==> config.mk <==
export PLATFORM = sky130hd
export DESIGN_NAME = cpuamd_decoder
export DESIGN_NICKNAME = d
export VERILOG_FILES = /design/src/logic/cpuamd_pkg.sv /design/src/logic/cpuamd_decoder.sv
export SDC_FILE = /design/constraint.sdc
export NUM_CORES = 1
export LEC_CHECK = 0
export BUFFER_PORTS_ARGS = -buffer_cell sky130_fd_sc_hd__clkbuf_2
export CAP_MARGIN = 5
export CORE_MARGIN = 4
export CORE_UTILIZATION = 50
export DETAILED_ROUTE_END_ITERATION = 10
export PLACE_DENSITY_LB_ADDON = 0.08
export SLEW_MARGIN = 30
export SYNTH_ARGS = -nofsm -noshare
export SYNTH_HDL_FRONTEND = slang
export SYNTH_SLANG_ARGS = --single-unit
==> constraint.sdc <==
create_clock -name mclk -period 11.6 [get_ports mclk]
set_input_delay 0.58 -clock mclk [delete_from_list [all_inputs] [get_ports mclk]]
set_output_delay 0.58 -clock mclk [all_outputs]
set_load 0.005 [all_outputs]
==> src/logic/cpuamd_pkg.sv <==
// Constants, types and opcode classing for the addressing-mode decoder
package cpuamd_pkg;

	// Prebyte codes
	localparam logic [7:0] CPUAMD_PRE_NONE = 8'h00;
	localparam logic [7:0] CPUAMD_PRE_Y = 8'h90;
	localparam logic [7:0] CPUAMD_PRE_IY = 8'h91;
	localparam logic [7:0] CPUAMD_PRE_IND = 8'h92;

	// Opcode high nibble: addressing family of the base opcode; then jump/call low nibbles and single opcodes
	localparam logic [3:0] CPUAMD_NIB_BITREL = 4'h0;
	localparam logic [3:0] CPUAMD_NIB_BIT = 4'h1;
	localparam logic [3:0] CPUAMD_NIB_JR = 4'h2;
	localparam logic [3:0] CPUAMD_NIB_RMW_DIR = 4'h3;
	localparam logic [3:0] CPUAMD_NIB_RMW_A = 4'h4;
	localparam logic [3:0] CPUAMD_NIB_RMW_X = 4'h5;
	localparam logic [3:0] CPUAMD_NIB_RMW_IDXS = 4'h6;
	localparam logic [3:0] CPUAMD_NIB_RMW_IDX0 = 4'h7;
	localparam logic [3:0] CPUAMD_NIB_MISC8 = 4'h8;
	localparam logic [3:0] CPUAMD_NIB_MISC9 = 4'h9;
	localparam logic [3:0] CPUAMD_NIB_IMM = 4'ha;
	localparam logic [3:0] CPUAMD_NIB_DIRS = 4'hb;
	localparam logic [3:0] CPUAMD_NIB_DIRL = 4'hc;
	localparam logic [3:0] CPUAMD_NIB_IDXL = 4'hd;
	localparam logic [3:0] CPUAMD_NIB_IDXS = 4'he;
	localparam logic [3:0] CPUAMD_NIB_IDX0 = 4'hf;
	localparam logic [3:0] CPUAMD_LOW_JUMP = 4'hc;
	localparam logic [3:0] CPUAMD_LOW_CALL = 4'hd;
	localparam logic [7:0] CPUAMD_OP_RELCALL = 8'had;
	localparam logic [7:0] CPUAMD_OP_MUL = 8'h42;

	// Reset values, page zero and range limits
	localparam logic [15:0] CPUAMD_RST_ADDR = 16'h0000;
	localparam logic [7:0] CPUAMD_RST_BYTE = 8'h00;
	localparam logic [7:0] CPUAMD_PAGE0 = 8'h00;
	localparam logic [15:0] CPUAMD_SHORT_IDX_MAX = 16'h01fe;
	localparam logic [2:0] CPUAMD_LEN_MIN = 3'h1;
	localparam logic [2:0] CPUAMD_LEN_MAX = 3'h4;

	typedef enum logic [4:0] {
		M_INH, M_IMM, M_DIR_S, M_DIR_L, M_IDX0, M_IDX_S, M_IDX_L, M_IND_S, M_IND_L,
		M_IIX_S, M_IIX_L, M_REL_D, M_REL_I, M_BIT_D, M_BIT_I, M_BITREL_D, M_BITREL_I
	} cpuamd_mode_t;

	typedef enum logic [3:0] {
		G_LOAD, G_STACK, G_INCDEC, G_CMP, G_LOGIC, G_BIT, G_BITBR, G_ARITH,
		G_SHIFT, G_JUMP, G_CONDBR, G_INT, G_FLAG, G_NONE
	} cpuamd_group_t;

	typedef enum logic [3:0] {
		S_IDLE, S_OP, S_B1, S_B2, S_PHI, S_PLO, S_CALC, S_OPND, S_FIN
	} cpuamd_state_t;

	// Functional group of a base opcode; G_NONE marks an unused code
	function automatic cpuamd_group_t cpuamd_group_of(input logic [7:0] op);
		cpuamd_group_t g;
		g = G_NONE;
		case (op[7:4])
			CPUAMD_NIB_BITREL: g = G_BITBR;
			CPUAMD_NIB_BIT: g = G_BIT;
			CPUAMD_NIB_JR: g = (op[3:1] == 3'h0) ? G_JUMP : G_CONDBR;
			CPUAMD_NIB_MISC8: begin
				case (op[3:0])
					4'h0, 4'h3, 4'he, 4'hf: g = G_INT;
					4'h1: g = G_JUMP;
					4'h4, 4'h5, 4'h6, 4'h8, 4'h9, 4'ha: g = G_STACK;
					default: g = G_NONE;
				endcase
			end
			CPUAMD_NIB_MISC9: begin
				case (op[3:0])
					4'h3, 4'h4, 4'h5, 4'h6, 4'h7, 4'he, 4'hf: g = G_LOAD;
					4'h8, 4'h9, 4'ha, 4'hb: g = G_FLAG;
					4'hc: g = G_STACK;
					4'hd: g = G_JUMP;
					default: g = G_NONE;
				endcase
			end
			CPUAMD_NIB_RMW_DIR, CPUAMD_NIB_RMW_A, CPUAMD_NIB_RMW_X,
			CPUAMD_NIB_RMW_IDXS, CPUAMD_NIB_RMW_IDX0: begin
				case (op[3:0])
					4'h0, 4'h3: g = G_LOGIC;
					4'h4, 4'h6, 4'h7, 4'h8, 4'h9, 4'he: g = G_SHIFT;
					4'ha, 4'hc: g = G_INCDEC;
					4'hd: g = G_CMP;
					4'hf: g = G_LOAD;
					4'h2: g = (op == CPUAMD_OP_MUL) ? G_ARITH : G_NONE;
					default: g = G_NONE;
				endcase
			end
			default: begin
				case (op[3:0])
					4'h0, 4'h2, 4'h9, 4'hb: g = G_ARITH;
					4'h1, 4'h3, 4'h5: g = G_CMP;
					4'h4, 4'h8, 4'ha: g = G_LOGIC;
					4'hc, 4'hd: g = G_JUMP;
					default: g = G_LOAD;
				endcase
				// Stores and absolute jump have no immediate form
				if (op[7:4] == CPUAMD_NIB_IMM && (op[3:0] == 4'h7 || op[3:0] == 4'hf ||
					op[3:0] == CPUAMD_LOW_JUMP)) begin
					g = G_NONE;
				end
			end
		endcase
		return g;
	endfunction

endpackage

==> src/logic/cpuamd_decoder.sv <==
// Instruction fetch, addressing-mode decode and effective-address generation
module cpuamd_decoder
	import cpuamd_pkg::*;
(
	input wire logic mclk,
	input wire logic rst,
	input wire logic ce,
	input wire logic start,
	input wire logic [15:0] start_pc,
	input wire logic [7:0] idx_x,
	input wire logic [7:0] idx_y,
	output logic pm_rd,
	output logic [15:0] pm_addr,
	input wire logic [7:0] pm_rdata,
	output logic dm_rd,
	output logic [15:0] dm_addr,
	input wire logic [7:0] dm_rdata,
	output logic busy,
	output logic done,
	output logic [7:0] prefix,
	output logic [7:0] opcode,
	output cpuamd_mode_t mode,
	output cpuamd_group_t group,
	output logic use_y,
	output logic long_ok,
	output logic short_only,
	output logic illegal,
	output logic [2:0] instr_len,
	output logic [15:0] ea,
	output logic [7:0] operand,
	output logic operand_valid,
	output logic [7:0] rel_offset,
	output logic [15:0] branch_target,
	output logic [15:0] next_pc
);

	cpuamd_state_t state_r;
	logic wait_r;
	logic [15:0] pc_r;
	logic [7:0] pre_r;
	logic [7:0] op_r;
	logic [7:0] b1_r;
	logic [7:0] b2_r;
	logic [15:0] ptr_r;
	logic [7:0] idx_r;
	logic [2:0] len_r;
	logic [15:0] dm_addr_r;
	cpuamd_mode_t mode_r;
	cpuamd_group_t group_r;
	logic use_y_r;
	logic long_ok_r;
	logic short_only_r;
	logic bad_r;
	logic [15:0] ea_r;
	logic [7:0] operand_r;
	logic opnd_ok_r;
	logic [7:0] rel_r;
	logic [15:0] target_r;
	cpuamd_mode_t dec_mode;
	cpuamd_group_t dec_group;
	logic dec_bad;
	logic is_pre;
	logic [1:0] nbytes;
	logic ptr_mode;
	logic ptr_long;
	logic needs_opnd;
	logic [15:0] ea_nxt;
	logic [7:0] rel_nxt;
	logic [15:0] idx16;

	// Mode after the prebyte has been applied to the base opcode
	function automatic cpuamd_mode_t mode_of(input logic [7:0] pre, input logic [7:0] op);
		logic ind;
		cpuamd_mode_t m;
		ind = (pre == CPUAMD_PRE_IND) || (pre == CPUAMD_PRE_IY);
		m = M_INH;
		case (op[7:4])
			CPUAMD_NIB_BITREL: m = ind ? M_BITREL_I : M_BITREL_D;
			CPUAMD_NIB_BIT: m = ind ? M_BIT_I : M_BIT_D;
			CPUAMD_NIB_JR: m = ind ? M_REL_I : M_REL_D;
			CPUAMD_NIB_RMW_DIR, CPUAMD_NIB_DIRS: m = ind ? M_IND_S : M_DIR_S;
			CPUAMD_NIB_DIRL: m = ind ? M_IND_L : M_DIR_L;
			CPUAMD_NIB_IDXL: m = ind ? M_IIX_L : M_IDX_L;
			CPUAMD_NIB_RMW_IDXS, CPUAMD_NIB_IDXS: m = ind ? M_IIX_S : M_IDX_S;
			CPUAMD_NIB_RMW_IDX0, CPUAMD_NIB_IDX0: m = M_IDX0;
			CPUAMD_NIB_IMM: m = M_IMM;
			default: m = M_INH;
		endcase
		if (op == CPUAMD_OP_RELCALL) begin
			m = ind ? M_REL_I : M_REL_D;
		end
		return m;
	endfunction

	// Prebyte placed before an opcode it cannot modify
	function automatic logic pre_bad(input logic [7:0] pre, input logic [7:0] op);
		logic [3:0] hi;
		logic b;
		hi = op[7:4];
		b = 1'b0;
		if (pre == CPUAMD_PRE_Y) begin
			b = (hi == CPUAMD_NIB_BITREL) || (hi == CPUAMD_NIB_BIT) ||
				(hi == CPUAMD_NIB_JR) || (op == CPUAMD_OP_RELCALL);
		end else if (pre == CPUAMD_PRE_IND) begin
			b = (op != CPUAMD_OP_RELCALL) && ((hi == CPUAMD_NIB_RMW_A) ||
				(hi == CPUAMD_NIB_RMW_X) || (hi == CPUAMD_NIB_RMW_IDX0) ||
				(hi == CPUAMD_NIB_MISC8) || (hi == CPUAMD_NIB_MISC9) ||
				(hi == CPUAMD_NIB_IMM) || (hi == CPUAMD_NIB_IDX0));
		end else if (pre == CPUAMD_PRE_IY) begin
			b = !((hi == CPUAMD_NIB_RMW_IDXS) || (hi == CPUAMD_NIB_IDXL) ||
				(hi == CPUAMD_NIB_IDXS));
		end
		return b;
	endfunction

	// Opcode-time decode of the byte arriving from program memory
	always_comb begin
		is_pre = (pm_rdata == CPUAMD_PRE_Y) || (pm_rdata == CPUAMD_PRE_IY) ||
			(pm_rdata == CPUAMD_PRE_IND);
		dec_mode = mode_of(pre_r, pm_rdata);
		dec_group = cpuamd_group_of(pm_rdata);
		dec_bad = pre_bad(pre_r, pm_rdata) || (dec_group == G_NONE);
	end

	// Address bytes after the opcode, and pointer needs, per mode
	always_comb begin
		nbytes = 2'h1;
		ptr_mode = 1'b0;
		ptr_long = 1'b0;
		unique case (mode_r)
			M_INH, M_IDX0: nbytes = 2'h0;
			M_DIR_L, M_IDX_L, M_BITREL_D: nbytes = 2'h2;
			M_BITREL_I: begin
				nbytes = 2'h2;
				ptr_mode = 1'b1;
			end
			M_IND_S, M_IIX_S, M_REL_I, M_BIT_I: ptr_mode = 1'b1;
			M_IND_L, M_IIX_L: begin
				ptr_mode = 1'b1;
				ptr_long = 1'b1;
			end
			M_IMM, M_DIR_S, M_IDX_S, M_REL_D, M_BIT_D: nbytes = 2'h1;
		endcase
		needs_opnd = !(mode_r inside {M_INH, M_IMM, M_REL_D, M_REL_I}) &&
			(group_r != G_JUMP);
	end

	// Effective address and relative offset from the gathered bytes
	always_comb begin
		idx16 = {CPUAMD_PAGE0, idx_r};
		ea_nxt = CPUAMD_RST_ADDR;
		rel_nxt = CPUAMD_RST_BYTE;
		unique case (mode_r)
			M_DIR_S, M_BIT_D: ea_nxt = {CPUAMD_PAGE0, b1_r};
			M_BITREL_D: begin
				ea_nxt = {CPUAMD_PAGE0, b1_r};
				rel_nxt = b2_r;
			end
			M_DIR_L: ea_nxt = {b1_r, b2_r};
			M_IDX0: ea_nxt = idx16;
			M_IDX_S: ea_nxt = {CPUAMD_PAGE0, b1_r} + idx16;
			M_IDX_L: ea_nxt = {b1_r, b2_r} + idx16;
			M_IND_S, M_BIT_I: ea_nxt = {CPUAMD_PAGE0, ptr_r[7:0]};
			M_BITREL_I: begin
				ea_nxt = {CPUAMD_PAGE0, ptr_r[7:0]};
				rel_nxt = b2_r;
			end
			M_IND_L: ea_nxt = ptr_r;
			M_IIX_S: ea_nxt = {CPUAMD_PAGE0, ptr_r[7:0]} + idx16;
			M_IIX_L: ea_nxt = ptr_r + idx16;
			M_REL_D: rel_nxt = b1_r;
			M_REL_I: rel_nxt = ptr_r[7:0];
			M_INH, M_IMM: ea_nxt = CPUAMD_RST_ADDR;
		endcase
	end

	// Fetch sequencer; each memory byte takes a request cycle and a capture cycle
	always_ff @(posedge mclk or posedge rst) begin
		if (rst) begin
			state_r <= S_IDLE;
			wait_r <= 1'b0;
			pc_r <= CPUAMD_RST_ADDR;
			pre_r <= CPUAMD_PRE_NONE;
			op_r <= CPUAMD_RST_BYTE;
			b1_r <= CPUAMD_RST_BYTE;
			b2_r <= CPUAMD_RST_BYTE;
			ptr_r <= CPUAMD_RST_ADDR;
			len_r <= 3'h0;
			dm_addr_r <= CPUAMD_RST_ADDR;
		end else if (ce) begin
			unique case (state_r)
				S_IDLE: begin
					if (start) begin
						pc_r <= start_pc;
						pre_r <= CPUAMD_PRE_NONE;
						len_r <= 3'h0;
						wait_r <= 1'b0;
						state_r <= S_OP;
					end
				end
				S_OP: begin
					wait_r <= !wait_r;
					if (wait_r) begin
						pc_r <= pc_r + 16'h0001;
						len_r <= len_r + 3'h1;
						if (is_pre && pre_r == CPUAMD_PRE_NONE) begin
							pre_r <= pm_rdata;
						end else begin
							op_r <= pm_rdata;
							// Bad codes stop before any operand fetch
							if (dec_bad) begin
								state_r <= S_FIN;
							end else if (dec_mode inside {M_INH, M_IDX0}) begin
								state_r <= S_CALC;
							end else begin
								state_r <= S_B1;
							end
						end
					end
				end
				S_B1: begin
					wait_r <= !wait_r;
					if (wait_r) begin
						pc_r <= pc_r + 16'h0001;
						len_r <= len_r + 3'h1;
						b1_r <= pm_rdata;
						dm_addr_r <= {CPUAMD_PAGE0, pm_rdata};
						if (nbytes == 2'h2) begin
							state_r <= S_B2;
						end else if (ptr_long) begin
							state_r <= S_PHI;
						end else if (ptr_mode) begin
							state_r <= S_PLO;
						end else begin
							state_r <= S_CALC;
						end
					end
				end
				S_B2: begin
					wait_r <= !wait_r;
					if (wait_r) begin
						pc_r <= pc_r + 16'h0001;
						len_r <= len_r + 3'h1;
						b2_r <= pm_rdata;
						state_r <= ptr_mode ? S_PLO : S_CALC;
					end
				end
				S_PHI: begin
					wait_r <= !wait_r;
					if (wait_r) begin
						ptr_r[15:8] <= dm_rdata;
						dm_addr_r <= dm_addr_r + 16'h0001;
						state_r <= S_PLO;
					end
				end
				S_PLO: begin
					wait_r <= !wait_r;
					if (wait_r) begin
						ptr_r[7:0] <= dm_rdata;
						state_r <= S_CALC;
					end
				end
				S_CALC: begin
					dm_addr_r <= ea_nxt;
					wait_r <= 1'b0;
					state_r <= needs_opnd ? S_OPND : S_FIN;
				end
				S_OPND: begin
					wait_r <= !wait_r;
					if (wait_r) begin
						state_r <= S_FIN;
					end
				end
				S_FIN: state_r <= S_IDLE;
			endcase
		end
	end

	// Instruction attributes, caught with the opcode
	always_ff @(posedge mclk or posedge rst) begin
		if (rst) begin
			mode_r <= M_INH;
			group_r <= G_NONE;
			use_y_r <= 1'b0;
			long_ok_r <= 1'b0;
			short_only_r <= 1'b0;
			bad_r <= 1'b0;
			idx_r <= CPUAMD_RST_BYTE;
		end else if (ce && state_r == S_OP && wait_r && !(is_pre && pre_r == CPUAMD_PRE_NONE)) begin
			mode_r <= dec_mode;
			group_r <= dec_group;
			bad_r <= dec_bad;
			use_y_r <= (pre_r == CPUAMD_PRE_Y) || (pre_r == CPUAMD_PRE_IY);
			// Index is sampled once so the sum cannot tear mid-instruction
			idx_r <= ((pre_r == CPUAMD_PRE_Y) || (pre_r == CPUAMD_PRE_IY)) ? idx_y : idx_x;
			long_ok_r <= (pm_rdata[7:4] >= CPUAMD_NIB_IMM) &&
				(dec_group inside {G_LOAD, G_CMP, G_LOGIC, G_ARITH});
			short_only_r <= (pm_rdata[7:4] inside {CPUAMD_NIB_BITREL, CPUAMD_NIB_BIT,
				CPUAMD_NIB_RMW_DIR, CPUAMD_NIB_RMW_IDXS, CPUAMD_NIB_RMW_IDX0}) ||
				(dec_group == G_JUMP && pm_rdata[7:4] >= CPUAMD_NIB_DIRS);
		end
	end

	// Address, operand and branch results
	always_ff @(posedge mclk or posedge rst) begin
		if (rst) begin
			ea_r <= CPUAMD_RST_ADDR;
			operand_r <= CPUAMD_RST_BYTE;
			opnd_ok_r <= 1'b0;
			rel_r <= CPUAMD_RST_BYTE;
			target_r <= CPUAMD_RST_ADDR;
		end else if (ce) begin
			if (state_r == S_IDLE && start) begin
				opnd_ok_r <= 1'b0;
			end
			if (state_r == S_CALC) begin
				ea_r <= ea_nxt;
				rel_r <= rel_nxt;
				// Program counter already points past the instruction here
				target_r <= pc_r + {{8{rel_nxt[7]}}, rel_nxt};
				if (mode_r == M_IMM) begin
					operand_r <= b1_r;
					opnd_ok_r <= 1'b1;
				end
			end
			if (state_r == S_OPND && wait_r) begin
				operand_r <= dm_rdata;
				opnd_ok_r <= 1'b1;
			end
		end
	end

	// Memory strobes are plain state decodes
	assign pm_rd = (state_r inside {S_OP, S_B1, S_B2}) && !wait_r;
	assign pm_addr = pc_r;
	assign dm_rd = (state_r inside {S_PHI, S_PLO, S_OPND}) && !wait_r;
	assign dm_addr = dm_addr_r;
	assign busy = (state_r != S_IDLE);
	assign done = (state_r == S_FIN);
	assign prefix = pre_r;
	assign opcode = op_r;
	assign mode = mode_r;
	assign group = group_r;
	assign use_y = use_y_r;
	assign long_ok = long_ok_r;
	assign short_only = short_only_r;
	assign illegal = bad_r;
	assign instr_len = len_r;
	assign ea = ea_r;
	assign operand = operand_r;
	assign operand_valid = opnd_ok_r;
	assign rel_offset = rel_r;
	assign branch_target = target_r;
	assign next_pc = pc_r;
endmodule

==> flow_summary.ini <==
[synth]
synth_cell_type_count = 92
synth-async-reset-ratio = 1.000
syn_inst = 1255
yosysSeqAreaShare = 0.3624
synth_flop_cell = dfrtp_1
syn_area_mm2 = 0.01092
ys_ff_latch = 158
syn_avg_cell_area_um2 = 8.702
synthesis.nets = 1349
synth_edf_count = 0
ys_warn_count = 0

[power]
p_int_mw = 1.609
p_comb_frac = 0.411
irDropWorstVdd_mv = 0.1148
leakage_nw = 5.828
p_seq_frac = 0.383
p_sw_mw = 1.269
power_density_mw_per_mm2 = 233.5
clkPwrFrac = 0.206
swShare = 0.4410

[clock_network]
cts_tree = yes
h-tree-depth = 4
postCtsSetupBuffers = 0
cts.sinks = 158
cts_buffers = 17
cts_hold_buf = 0
clk_pin_slew_ns = 0.07
cts-root-buf = clkbuf_16
cts_buffer_depth = 2
cts_resized = 0
clk-insertion-delay-late_ns = 0.44

[route]
routedWlPerCell_um = 20.06
totalWireLength_mm = 33.25
drtIter0Drc = 972
ant_nets = 0
vias = 10100
firstDrtPassIters = 7
drc_errors = 0
vias_per_cell = 6.093

[sta]
slew_viol_final = 0
rsz0062_at_grt = false
fmax_ghz = 0.2380
finClkSkew_ns = 0.01219
setup-tns-final_ns = 0
tightest_slew_ns = 1.069
min_period_ns = 4.201
timing_hold_violations_final = 0
maxSlewHeadroom = 0.2816
fin_crit_sh = 0.3622
setup_viol = 0

[global_routing]
grt_pass1_wl_mm = 52.30
grt_max_degree = 87
top_usage_layer = met2
antenna_found_initial = 0
grt_pass1_vias = 9223
use_met3 = 0.05270
grt_use_met2 = 0.4028
grt_remaining_overflow = 0
met1_usage = 0.4015
grt_use_total = 0.2703

[place]
globalplace.congestion = 1.008
portBuffers = 184
place_hpwl_mm = 24.39

[die]
die_h_um = 155.8
start_util = 0.5146
die_w_um = 155.8
io_pins = 185
dieArea_mm2 = 0.02427
coreArea_mm2 = 0.02122
num_rows = 53

[flow_run]
maxCapViolCount = 0

[setup_path]
critPathRequiredTime_ns = 11.93
crit_type = register to register
arrival_ns = 4.53
worst-path-max-fanout = 16
start_kind = register
end_kind = register

[layout]
layout_commonest_cell = nand2_1
nets = 1464
antenna_cells = 0
utilization = 0.5809
final_layout_size_suffix_gt1_frac = 0.2176
syn_to_final_growth_pct = 12.88
layout_common_cells = 193 x nand2_1, 184 x clkbuf_2, 155 x dfrtp_1

[hold_path]
hold_path.class = input pin to asynchronous set/reset pin

[outcome]
outcome = completed
per-stage QoR:
| step | total power, mW | worst slack [ns] | hold slack [ns] | area [µm²] | cells |
|---|---|---|---|---|---|
| 5_1_grt | 3.078 | 7.090 | 0.3592 | 12330 | 1658 |
| 3_5_place_dp | 2.277 | 7.477 | 0.4623 | 11700 | 1625 |
| 4_1_cts | 2.873 | 7.486 | 0.3169 | 12320 | 1657 |
| 2_1_floorplan | 1.836 | 6.762 | 0.4628 | 10920 | 1255 |
| 3_3_place_gp | 2.260 | 7.572 | 0.4616 | 11700 | 1625 |
| 6_report | 2.879 | 7.399 | 0.2770 | 12330 | 1658 |
power by group through the flow:
stage | sequential, mW | combinational [mW] | clock (mW)
after floorplan | 0.930 | 0.907 | 0
after global placement | 1.10 | 1.16 | 0
after detailed placement | 1.10 | 1.18 | 0
after CTS | 1.09 | 1.18 | 0.602
after global routing | 1.13 | 1.32 | 0.626
final | 1.10 | 1.18 | 0.593
per-layer routing:
metal,up-vias,routed length (µm)
met3,48,2857
met5,-,0
met4,0,634
met2,439,14550
li1,4801,-
met1,4815,15210
layout make-up:
type                            count  area (µm²)
Clock buffer                       18       439.2
Clock inverter                     14       175.2
Fill cell                        1990        8894
Inverter                           37       143.9
Multi-Input combinational cell    963        6275
Sequential cell                   158        3958
Tap cell                          275       344.1
Timing Repair Buffer              193       992.2
synthesized netlist by cell type, types with 9 or more instances:
cell type / count / area [µm²]
clkbuf_1: 46 / 172.7
ha_1: 39 / 488.0
nor2_1: 66 / 247.7
and2_1: 14 / 87.58
mux2_2: 38 / 427.9
o211ai_1: 14 / 105.1
a31oi_1: 18 / 112.6
nand2_1: 194 / 728.2
o21a_1: 17 / 127.6
xor2_1: 22 / 192.7
o31ai_1: 12 / 90.09
buf_2: 16 / 80.08
and3_1: 9 / 56.30
o21ai_0: 107 / 535.5
a22oi_1: 12 / 90.09
nor3_1: 22 / 110.1
a222oi_1: 20 / 200.2
a21oi_1: 68 / 340.3
nand2b_1: 16 / 100.1
xnor2_1: 19 / 166.4
mux2i_1: 25 / 250.2
nor2b_1: 15 / 93.84
o22ai_1: 17 / 106.4
dfrtp_1: 155 / 3879
inv_1: 36 / 135.1
nand3_1: 27 / 135.1
nand4_1: 16 / 100.1
a21o_1: 13 / 97.59
buf_4: 20 / 150.1
worst max-delay path: stages, from the launching register on:
cell and delay (ns):
dfrtp_1 0.66, or3b_1 0.52, nor2_2 0.60, nand2_1 0.11, nand2_1 0.08, ha_1 0.16
inv_1 0.06, fa_1 0.39, nand2b_1 0.18, a21oi_1 0.29, o221ai_1 0.26, xor2_1 0.21
a222oi_1 0.33, nor2_1 0.07, a21o_1 0.17
final timing paths:
check | start | end | slack (ns) | cells after the start
worst max-delay path | mode[3]$_DFFE_PP0P_ | ea[10]$_DFFE_PP0P_ | 7.40 | 14
min in group mclk | start_pc[0] | next_pc[0]$_DFFE_PP0P_ | 0.38 | 3
worst min-delay path | rst | dm_addr[9]$_DFFE_PP0P_ | 0.28 | 2
worst min register to register | branch_target[0]$_DFFE_PP0P_ | branch_target[0]$_DFFE_PP0P_ | 0.47 | 2
max in group asynchronous | rst | idx_r[1]$_DFFE_PP0P_ | 10.19 | 3
worst max register to register | mode[3]$_DFFE_PP0P_ | ea[10]$_DFFE_PP0P_ | 7.40 | 14
cells by family after synthesis:
kind of cell,synth area share
XOR/XNOR,0.03288
multiplexers,0.06210
buffers and inverters,0.06473
AO/OA/AOI/OAI,0.2304
flip-flops,0.3624
AND/OR/NAND/NOR,0.1964
adder cells (fa/ha/maj),0.05110
sequential cells by signal (all words and copies together), names as in the netlist, 3 cells and up:
name           flops
group              4
mode               5
operand            8
b1_r               8
instr_len          3
idx_r              8
opcode             8
rel_offset         8
ea                16
prefix             8
ptr_r             16
next_pc           16
dm_addr           16
branch_target     16
state_r            4
b2_r               8
Power figures use the tool's default switching activity.
